--- src/logic/sbg_regs.svh ---
// register offsets, field positions and reset values of the baud rate generator
// assumes byte addressing on a 32-bit AXI4-Lite bus, one word per register
// ----------------------------------------
// ----------------------------------------
`ifndef SBG_REGS_SVH
`define SBG_REGS_SVH

`define SBG_CKSTP_OFS    8'h00
`define SBG_DIV0_OFS     8'h04
`define SBG_FMT0_OFS     8'h08
`define SBG_DIV1_OFS     8'h0c
`define SBG_FMT1_OFS     8'h10
`define SBG_STAT_OFS     8'h14

`define SBG_CKSTP_RST    8'hff
`define SBG_DIV_RST      8'hff
`define SBG_FMT_RST      3'h0
`define SBG_FMT_SYNC_BIT 7
`define SBG_STBY_CH0_BIT 6
`define SBG_STBY_CH1_BIT 5

`define SBG_ASYNC_LAST   6'h3f
`define SBG_SYNC_LAST    6'h07
`define SBG_PRE16_LAST   4'hf
`define SBG_PRE64_LAST   6'h3f

`define SBG_RESP_OKAY    2'b00
`define SBG_RESP_SLVERR  2'b10

`endif

--- src/logic/sbg_pkg.sv ---
// types shared by the baud rate generator
// assumes nothing beyond the register header
package sbg_pkg;
  typedef enum logic [1:0] {
    SBG_CKS_PHI = 2'b00,
    SBG_CKS_SUB = 2'b01,
    SBG_CKS_16  = 2'b10,
    SBG_CKS_64  = 2'b11
  } sbg_cks_e;

  typedef struct packed {
    logic     sync_mode;
    sbg_cks_e cks;
  } sbg_cfg_s;

  typedef enum logic [2:0] {
    SBG_R_CKSTP, SBG_R_DIV0, SBG_R_FMT0, SBG_R_DIV1, SBG_R_FMT1, SBG_R_STAT, SBG_R_NONE
  } sbg_reg_e;
endpackage : sbg_pkg

--- src/logic/sbg_top.sv ---
// two-channel baud rate generator with module standby control
// assumes aclk is the system clock phi and subclk_in is synchronous to it
//
// Implementation choices: the address map and the AXI4-Lite register port.
`include "sbg_regs.svh"

module sbg_top
  import sbg_pkg::*;
#(
  parameter int ADDR_W = 8
) (
  input  wire logic              aclk,
  input  wire logic              aresetn,
  input  wire logic [ADDR_W-1:0] awaddr,
  input  wire logic              awvalid,
  output logic                   awready,
  input  wire logic [31:0]       wdata,
  input  wire logic [3:0]        wstrb,
  input  wire logic              wvalid,
  output logic                   wready,
  output logic [1:0]             bresp,
  output logic                   bvalid,
  input  wire logic              bready,
  input  wire logic [ADDR_W-1:0] araddr,
  input  wire logic              arvalid,
  output logic                   arready,
  output logic [31:0]            rdata,
  output logic [1:0]             rresp,
  output logic                   rvalid,
  input  wire logic              rready,
  input  wire logic              subclk_in,
  input  wire logic              sub_mode,
  input  wire logic              standby_in,
  output logic [1:0]             baud_tick,
  output logic [1:0]             chan_run
);

  // ----------------------------------------
  // state
  // ----------------------------------------
  logic [7:0]        ckstp_reg;
  logic [7:0]        div_reg [2];
  sbg_cfg_s          fmt_reg [2];
  sbg_cfg_s          act_cfg_reg [2];
  logic [7:0]        cnt_reg [2];
  logic [5:0]        frac_reg [2];
  logic [1:0]        tick_reg;
  logic [1:0]        run_reg;
  logic [5:0]        pre_reg;
  logic              subclk_q_reg;
  logic              sub_half_reg;
  logic              aw_got_reg, w_got_reg;
  logic [ADDR_W-1:0] aw_addr_reg;
  logic [31:0]       w_data_reg;
  logic [3:0]        w_strb_reg;
  logic              awready_reg, wready_reg, bvalid_reg, arready_reg, rvalid_reg;
  logic [1:0]        bresp_reg, rresp_reg;
  logic [31:0]       rdata_reg;

  logic              aw_got_next, w_got_next, bvalid_next, rvalid_next, do_write;
  logic              t16, t64, sub_rise, sub_tick;
  logic [1:0]        src_tick, mstby;
  sbg_reg_e          wsel;

  // ----------------------------------------
  // helpers
  // ----------------------------------------
  function automatic sbg_reg_e reg_decode(input logic [ADDR_W-1:0] a);
    if (a == ADDR_W'(`SBG_CKSTP_OFS)) reg_decode = SBG_R_CKSTP;
    else if (a == ADDR_W'(`SBG_DIV0_OFS)) reg_decode = SBG_R_DIV0;
    else if (a == ADDR_W'(`SBG_FMT0_OFS)) reg_decode = SBG_R_FMT0;
    else if (a == ADDR_W'(`SBG_DIV1_OFS)) reg_decode = SBG_R_DIV1;
    else if (a == ADDR_W'(`SBG_FMT1_OFS)) reg_decode = SBG_R_FMT1;
    else if (a == ADDR_W'(`SBG_STAT_OFS)) reg_decode = SBG_R_STAT;
    else reg_decode = SBG_R_NONE;
  endfunction : reg_decode

  function automatic logic src_pick(input sbg_cks_e k, input logic p16, input logic p64, input logic ps);
    case (k)
      SBG_CKS_PHI: src_pick = 1'b1;
      SBG_CKS_SUB: src_pick = ps;
      SBG_CKS_16:  src_pick = p16;
      default:     src_pick = p64;
    endcase
  endfunction : src_pick

  function automatic logic [5:0] frac_last(input sbg_cfg_s f);
    frac_last = f.sync_mode ? `SBG_SYNC_LAST : `SBG_ASYNC_LAST;
  endfunction : frac_last

  function automatic logic [7:0] fmt_byte(input sbg_cfg_s f);
    fmt_byte = {f.sync_mode, 5'h00, f.cks};
  endfunction : fmt_byte

  // ----------------------------------------
  // prescaler and subclock path
  // ----------------------------------------
  assign t16      = pre_reg[3:0] == `SBG_PRE16_LAST;
  assign t64      = pre_reg == `SBG_PRE64_LAST;
  assign sub_rise = subclk_in & ~subclk_q_reg;
  // half rate outside the sub modes, full subclock inside them
  assign sub_tick = sub_rise & (sub_mode | sub_half_reg);
  assign mstby[0] = ~ckstp_reg[`SBG_STBY_CH0_BIT];
  assign mstby[1] = ~ckstp_reg[`SBG_STBY_CH1_BIT];

  always_ff @(posedge aclk) begin
    if (!aresetn) begin
      pre_reg      <= 6'h00;
      subclk_q_reg <= 1'b0;
      sub_half_reg <= 1'b0;
    end else begin
      pre_reg      <= pre_reg + 6'h01;
      subclk_q_reg <= subclk_in;
      if (sub_rise) begin
        sub_half_reg <= ~sub_half_reg;
      end
    end
  end

  always_comb begin
    for (int c = 0; c < 2; c++) begin
      src_tick[c] = src_pick(act_cfg_reg[c].cks, t16, t64, sub_tick);
    end
  end

  // ----------------------------------------
  // divider channels
  // ----------------------------------------
  // cfg is sampled at every divider reload, so a write can cut the bit period in progress short
  always_ff @(posedge aclk) begin
    for (int c = 0; c < 2; c++) begin
      if (!aresetn || mstby[c]) begin
        cnt_reg[c]     <= 8'h00;
        frac_reg[c]    <= 6'h00;
        act_cfg_reg[c] <= `SBG_FMT_RST;
        tick_reg[c]    <= 1'b0;
      end else begin
        tick_reg[c] <= 1'b0;
        if (src_tick[c]) begin
          if (cnt_reg[c] == 8'h00) begin
            cnt_reg[c]     <= div_reg[c];
            act_cfg_reg[c] <= fmt_reg[c];
            if (frac_reg[c] >= frac_last(act_cfg_reg[c])) begin
              frac_reg[c] <= 6'h00;
              tick_reg[c] <= 1'b1;
            end else begin
              frac_reg[c] <= frac_reg[c] + 6'h01;
            end
          end else begin
            cnt_reg[c] <= cnt_reg[c] - 8'h01;
          end
        end
      end
    end
  end

  always_ff @(posedge aclk) begin
    if (!aresetn) begin
      run_reg <= 2'b11;
    end else begin
      run_reg <= ~mstby;
    end
  end

  // ----------------------------------------
  // registers
  // ----------------------------------------
  assign wsel = reg_decode(aw_addr_reg);

  always_ff @(posedge aclk) begin
    if (!aresetn) begin
      ckstp_reg <= `SBG_CKSTP_RST;
    end else if (do_write && wsel == SBG_R_CKSTP && w_strb_reg[0]) begin
      ckstp_reg <= w_data_reg[7:0];
    end
  end

  always_ff @(posedge aclk) begin
    for (int c = 0; c < 2; c++) begin
      if (!aresetn || mstby[c] || standby_in) begin
        div_reg[c] <= `SBG_DIV_RST;
      end else if (do_write && w_strb_reg[0] && wsel == (c == 0 ? SBG_R_DIV0 : SBG_R_DIV1)) begin
        div_reg[c] <= w_data_reg[7:0];
      end
    end
  end

  always_ff @(posedge aclk) begin
    for (int c = 0; c < 2; c++) begin
      if (!aresetn || mstby[c]) begin
        fmt_reg[c] <= `SBG_FMT_RST;
      end else if (do_write && w_strb_reg[0] && wsel == (c == 0 ? SBG_R_FMT0 : SBG_R_FMT1)) begin
        fmt_reg[c] <= {w_data_reg[`SBG_FMT_SYNC_BIT], sbg_cks_e'(w_data_reg[1:0])};
      end
    end
  end

  // ----------------------------------------
  // axi4-lite slave
  // ----------------------------------------
  // aw and w are taken independently; the write lands once both are held
  assign do_write    = aw_got_reg & w_got_reg & ~bvalid_reg;
  assign aw_got_next = (aw_got_reg & ~do_write) | (awvalid & awready_reg);
  assign w_got_next  = (w_got_reg & ~do_write) | (wvalid & wready_reg);
  assign bvalid_next = do_write | (bvalid_reg & ~bready);
  assign rvalid_next = (arvalid & arready_reg) | (rvalid_reg & ~rready);

  always_ff @(posedge aclk) begin
    if (!aresetn) begin
      aw_got_reg  <= 1'b0;
      w_got_reg   <= 1'b0;
      awready_reg <= 1'b0;
      wready_reg  <= 1'b0;
      bvalid_reg  <= 1'b0;
      bresp_reg   <= `SBG_RESP_OKAY;
      aw_addr_reg <= '0;
      w_data_reg  <= 32'h0000_0000;
      w_strb_reg  <= 4'h0;
    end else begin
      aw_got_reg  <= aw_got_next;
      w_got_reg   <= w_got_next;
      awready_reg <= ~aw_got_next & ~bvalid_next;
      wready_reg  <= ~w_got_next & ~bvalid_next;
      bvalid_reg  <= bvalid_next;
      if (awvalid && awready_reg) begin
        aw_addr_reg <= awaddr;
      end
      if (wvalid && wready_reg) begin
        w_data_reg <= wdata;
        w_strb_reg <= wstrb;
      end
      if (do_write) begin
        bresp_reg <= (wsel == SBG_R_NONE || wsel == SBG_R_STAT) ? `SBG_RESP_SLVERR : `SBG_RESP_OKAY;
      end
    end
  end

  always_ff @(posedge aclk) begin
    if (!aresetn) begin
      arready_reg <= 1'b0;
      rvalid_reg  <= 1'b0;
      rdata_reg   <= 32'h0000_0000;
      rresp_reg   <= `SBG_RESP_OKAY;
    end else begin
      arready_reg <= ~rvalid_next;
      rvalid_reg  <= rvalid_next;
      if (arvalid && arready_reg) begin
        rresp_reg <= `SBG_RESP_OKAY;
        case (reg_decode(araddr))
          SBG_R_CKSTP: rdata_reg <= {24'h000000, ckstp_reg};
          SBG_R_DIV0:  rdata_reg <= {24'h000000, div_reg[0]};
          SBG_R_FMT0:  rdata_reg <= {24'h000000, fmt_byte(fmt_reg[0])};
          SBG_R_DIV1:  rdata_reg <= {24'h000000, div_reg[1]};
          SBG_R_FMT1:  rdata_reg <= {24'h000000, fmt_byte(fmt_reg[1])};
          SBG_R_STAT:  rdata_reg <= {16'h0000, cnt_reg[1], cnt_reg[0]};
          default: begin
            rdata_reg <= 32'h0000_0000;
            rresp_reg <= `SBG_RESP_SLVERR;
          end
        endcase
      end
    end
  end

  assign awready   = awready_reg;
  assign wready    = wready_reg;
  assign bvalid    = bvalid_reg;
  assign bresp     = bresp_reg;
  assign arready   = arready_reg;
  assign rvalid    = rvalid_reg;
  assign rdata     = rdata_reg;
  assign rresp     = rresp_reg;
  assign baud_tick = tick_reg;
  assign chan_run  = run_reg;
endmodule : sbg_top

--- config.mk ---
export PLATFORM = sky130hd
export DESIGN_NAME = sbg_top
export DESIGN_NICKNAME = d
export VERILOG_FILES = /design/src/logic/sbg_pkg.sv /design/src/logic/sbg_top.sv
export VERILOG_INCLUDE_DIRS = /design/src /design/src/logic
export SDC_FILE = /design/constraint.sdc
export NUM_CORES = 1
export LEC_CHECK = 0
export BUFFER_PORTS_ARGS = -buffer_cell sky130_fd_sc_hd__buf_4
export CAP_MARGIN = 15
export CORE_MARGIN = 8
export CORE_UTILIZATION = 62
export CTS_BUF_LIST = sky130_fd_sc_hd__clkbuf_8
export DETAILED_ROUTE_END_ITERATION = 6
export PLACE_DENSITY = 0.88
export SLEW_MARGIN = 20
export SYNTH_ARGS = -nofsm -noshare
export SYNTH_HDL_FRONTEND = slang
export SYNTH_SLANG_ARGS = --single-unit
--- constraint.sdc ---
create_clock -name aclk -period 4 [get_ports aclk]
set_input_delay 0.2 -clock aclk [delete_from_list [all_inputs] [get_ports aclk]]
set_output_delay 0.2 -clock aclk [all_outputs]
set_load 0.02 [all_outputs]
# Word-level counts from Yosys, hierarchy flattened
# Memories as Yosys holds them, arrays and structs flattened.
# Index checks and enable logic that the tools add are counted.
# op_classes
div_mod_pow	0
add_sub_neg	5
n_shift	0
n_lt_le_gt_ge	2
multipliers	0
muxes	91
bitwise_logic	45
reduce_logical	25
n_eq_ne	27
# op_table
cell	n
$pmux 16 s6	1
$mux 1	56
$mux 8	6
$mux 3	14
$mux 6	6
$eq 8x4->1 const B	4
$eq 8x5->1 const B	4
$logic_not 8->1	4
$or 1x1->1	19
$add 6x1->6 const B	3
$eq 8x3->1 const B	2
$sub 8x1->8 const B	2
$eq 3x3->1 const B	5
$and 1x1->1	13
$eq 3x2->1 const B	4
$ge 6x6->1	2
$mux 2	6
$not 1->1	12
$logic_and 1x1->1	10
$eq 3x1->1 const B	2
$eq 6x6->1 const B	1
$logic_not 3->1	2
$pmux 1 s3	2
$reduce_or 6->1	1
other kinds (7)	14
# totals
ramBits	56
romBits	0
out_inout_bits	45
reg_bits	80
memories	5
latchBits	0
# mem_list
name	words	word_bits	read_ports	rd_ports_with_merged_regs	write_ports	line_no	source
cnt_reg	2	8	2	0	2	sbg_top.sv:45	logic [7:0] cnt_reg [2];
div_reg	2	8	2	0	2	sbg_top.sv:42	logic [7:0] div_reg [2];
frac_reg	2	6	2	0	2	sbg_top.sv:46	logic [5:0] frac_reg [2];
act_cfg_reg	2	3	2	0	2	sbg_top.sv:44	sbg_cfg_s act_cfg_reg [2];
fmt_reg	2	3	2	0	2	sbg_top.sv:43	sbg_cfg_s fmt_reg [2];

# Longest topological paths before layout
# logic_depth
ltp_word	13
mapped_depth	7
depth_no_buf	6

# Least setup slack after synthesis
# No wires, ideal clock.
# synth_timing
path_type	reg2reg
startpoint	mem cnt_reg[1][4]
endpoint	mem frac_reg[1][0] (enable)
setup_time_ns	0.377
stages_incl_launch_ff	5
required_time_ns	3.623
path_slack_ns	1.470
t_arrival_ns	2.153
n_path_buf	1
path_cell_list	edfxtp_1 -> or4_1 -> or4_1 -> clkbuf_1 -> o21ai_0
# synth_rtl
item	line_no
from (decl)	sbg_top.sv:45
to (decl)	sbg_top.sv:46

==> results_dict.tcl <==
set metrics [dict create \
    antenna_found_initial 0 \
    finalCritPeriodShare 0.7765 \
    tns_ns 0 \
    wl_per_cell_um 18.14 \
    finalClockSkew_ns 0.008910 \
    grt_max_degree 27 \
    remaining_drc_errors 0 \
    drive_above_1_share 0.1745 \
    clkPwrFrac 0.374 \
    grt_pass1_wl_mm 21.38 \
    final.fill_count 602 \
    grtUsageMet2 0.3857 \
    grt_pass1_vias 4344 \
    cts.clk_slew.worst_paths_ns 0.07 \
    min_path_type "in2reg" \
    place_ws_ns 1.018 \
    ys.flop_type "dfxtp_1" \
    p_int_uw 2073 \
    final_nets 679 \
    cts_max_path_buffers 2 \
    rrSetupSlack_ns 0.89 \
    arrival_ns 3.34 \
    busiest_layer "met2" \
    yosysMostFrequentCell "nand2_1" \
    rows 34 \
    place_hpwl_mm 9.335 \
    ys_seq_area_frac 0.5347 \
    post_cts_buffers 0 \
    cts_resized 0 \
    max_clock_freq_mhz 322.0 \
    criticalPathCategory "reg2reg" \
    viasPerCell 6.021 \
    worst-path-buf-inv 1 \
    switchingPower_uw 802.6 \
    use_met1 0.2604 \
    grt_overflow 0 \
    p_seq_frac 0.498 \
    ys_seq_elements 118 \
    async_reset_ff_frac 0 \
    cap_viol_max_count 0 \
    p_per_area_mw_per_mm2 453.4 \
    finalMaxSlewViolations 0 \
    leakage_uw 0.002418 \
    p_sw_frac 0.2791 \
    finalHoldViolCount 0 \
    wirelength_mm 13.19 \
    drtIter0Drc 357 \
    grt.total_usage 0.2267 \
    die_height_um 109.9 \
    dr_total_vias 4377 \
    cp_max_fo 13 \
    tightest_slew_ns 0.9687 \
    htree_num_levels 4 \
    globalplace.congestion 0.8370 \
    avgSynthCellArea_um2 10.07 \
    cts_tree "done" \
    clock_sinks 118 \
    port_buffers 61 \
    use_met3 0.05275 \
    synth_area_mm2 0.005466 \
    ir_drop_uv 303.0 \
    worst_ep_required_time_ns 4.23 \
    ctsHoldBuffers 1 \
    finalWorstSetupSlack_ns 0.8940 \
    clkLatencyLatePin_ns 0.43 \
    syn_inst 543 \
    start_util 0.6330 \
    io_pins 107 \
    n_antenna_cell 0 \
    ant_nets 0 \
    yosys_warnings 0 \
    slowest_delay_ns 0.65 \
    cp_slowest_cell "nand4bb_1" \
    die_w_um 109.9 \
    finalSetupViolCount 0 \
    yosys-top-cells-area "edfxtp_1 (31%), dfxtp_1 (23%), nand2_1 (4.5%), nor2_1 (3.8%), a21oi_1 (2.7%)" \
    grt_setup_unrepaired "no" \
    synth.top_cell.area_share 0.3076 \
    relSlewSlack 0.3474 \
    drt_pass1_iterations 5 \
    timing.critical_path.cells "inv_1, ha_1, nor3b_1, nand3_1, nand4bb_1, nor4_1" \
    finalCriticalPeriod_ns 3.106 \
    cts_buffers 17 \
    yosysUniqueCellTypes 50 \
    cp-start-kind "flop" \
    status "finished, final reports clean" \
    synth_commonest_cells "nand2_1 (66), dfxtp_1 (62), edfxtp_1 (56)" \
    coreArea_mm2 0.008636 \
    combPwrFrac 0.128 \
    area_growth_pct 16.04 \
    end_kind "flop" \
    synth_top_area_cell "edfxtp_1" \
    clockRootBuffer "clkbuf_8" \
    crit_family "simple AND/OR/NAND/NOR gates" \
    synth_edf_count 56 \
    die_area_mm2 0.01208 \
]
[logic make-up (layout without fill, tap and decap cells)]
group           Yosys count  count (layout)  share of synthesized area
fa+ha+maj                11              11                    0.02518
simple gates            224             224                     0.2065
compound gates           97              97                     0.1144
mux                      15              15                    0.03456
xor+xnor                 20              20                    0.03204
other cells               1              18                  0.0006860
buf+inv                  57             116                    0.05196
flops                   118             118                     0.5347
[path summary, 6_finish.rpt]
path	from	to	cells after the start
setup reg to reg	cnt_reg[0][0]	frac_reg[0][2]	6
setup / recovery	cnt_reg[0][0]	frac_reg[0][2]	6
hold reg to reg	aw_addr_reg[5]	aw_addr_reg[5]	2
hold / removal	wdata[2]	w_data_reg[2]	3
[power groups by stage]
stage	clock (uW)	combinational, uW	sequential (uW)
floorplan	0	272	1430
global placement	0	337	1450
finish	1070	369	1430
global route	1130	408	1440
CTS	1080	365	1430
detailed placement	0	356	1450
[per-layer routing]
metal  wire length (um)  share of wire
met1               4974           0.38
met2               6511           0.49
met3               1182          0.090
met4                521          0.039
met5                  0              0
[cells in the final DEF, fill, tap and decap left out, types with 14 or more instances in the layout]
master / instances
a21oi_1: 29
buf_4: 65
o21ai_0: 20
nor4_1: 14
nor2_1: 55
inv_1: 18
and2_1: 14
dfxtp_1: 62
edfxtp_1: 56
nand2_1: 66
conb_1: 18
clkbuf_8: 18
[tightest hold or removal path, delay by kind of cell]
family          cells  cell delay (ns)
compound gates      1             0.05
buf+inv             1             0.11
simple gates        1             0.05
[cell type report]
| type | instances | area [um2] | area share |
|---|---|---|---|
| Inverter | 18 | 67.56 | 0.01065 |
| Tap cell | 108 | 135.1 | 0.02130 |
| Timing Repair Buffer | 66 | 498.0 | 0.07850 |
| Clock inverter | 14 | 148.9 | 0.02347 |
| Multi-Input combinational cell | 385 | 2323 | 0.3663 |
| Sequential cell | 118 | 2923 | 0.4607 |
| Clock buffer | 18 | 247.7 | 0.03905 |
[metrics by stage]
stage | hold WS (ns) | cells | cell area, um2 | total power, uW | util
final | 0.01480 | 727 | 6344 | 2876 | 0.7346
after global routing | 0.02335 | 727 | 6344 | 2980 | 0.7346
after CTS | 0.006671 | 727 | 6344 | 2876 | 0.7346
after detailed placement | 0.4193 | 694 | 5937 | 1810 | 0.6875
after global placement | 0.4145 | 694 | 5937 | 1785 | 0.6875
after floorplan | 0.3217 | 560 | 5530 | 1706 | -
No activity file was read; power rests on OpenSTA's default activity.
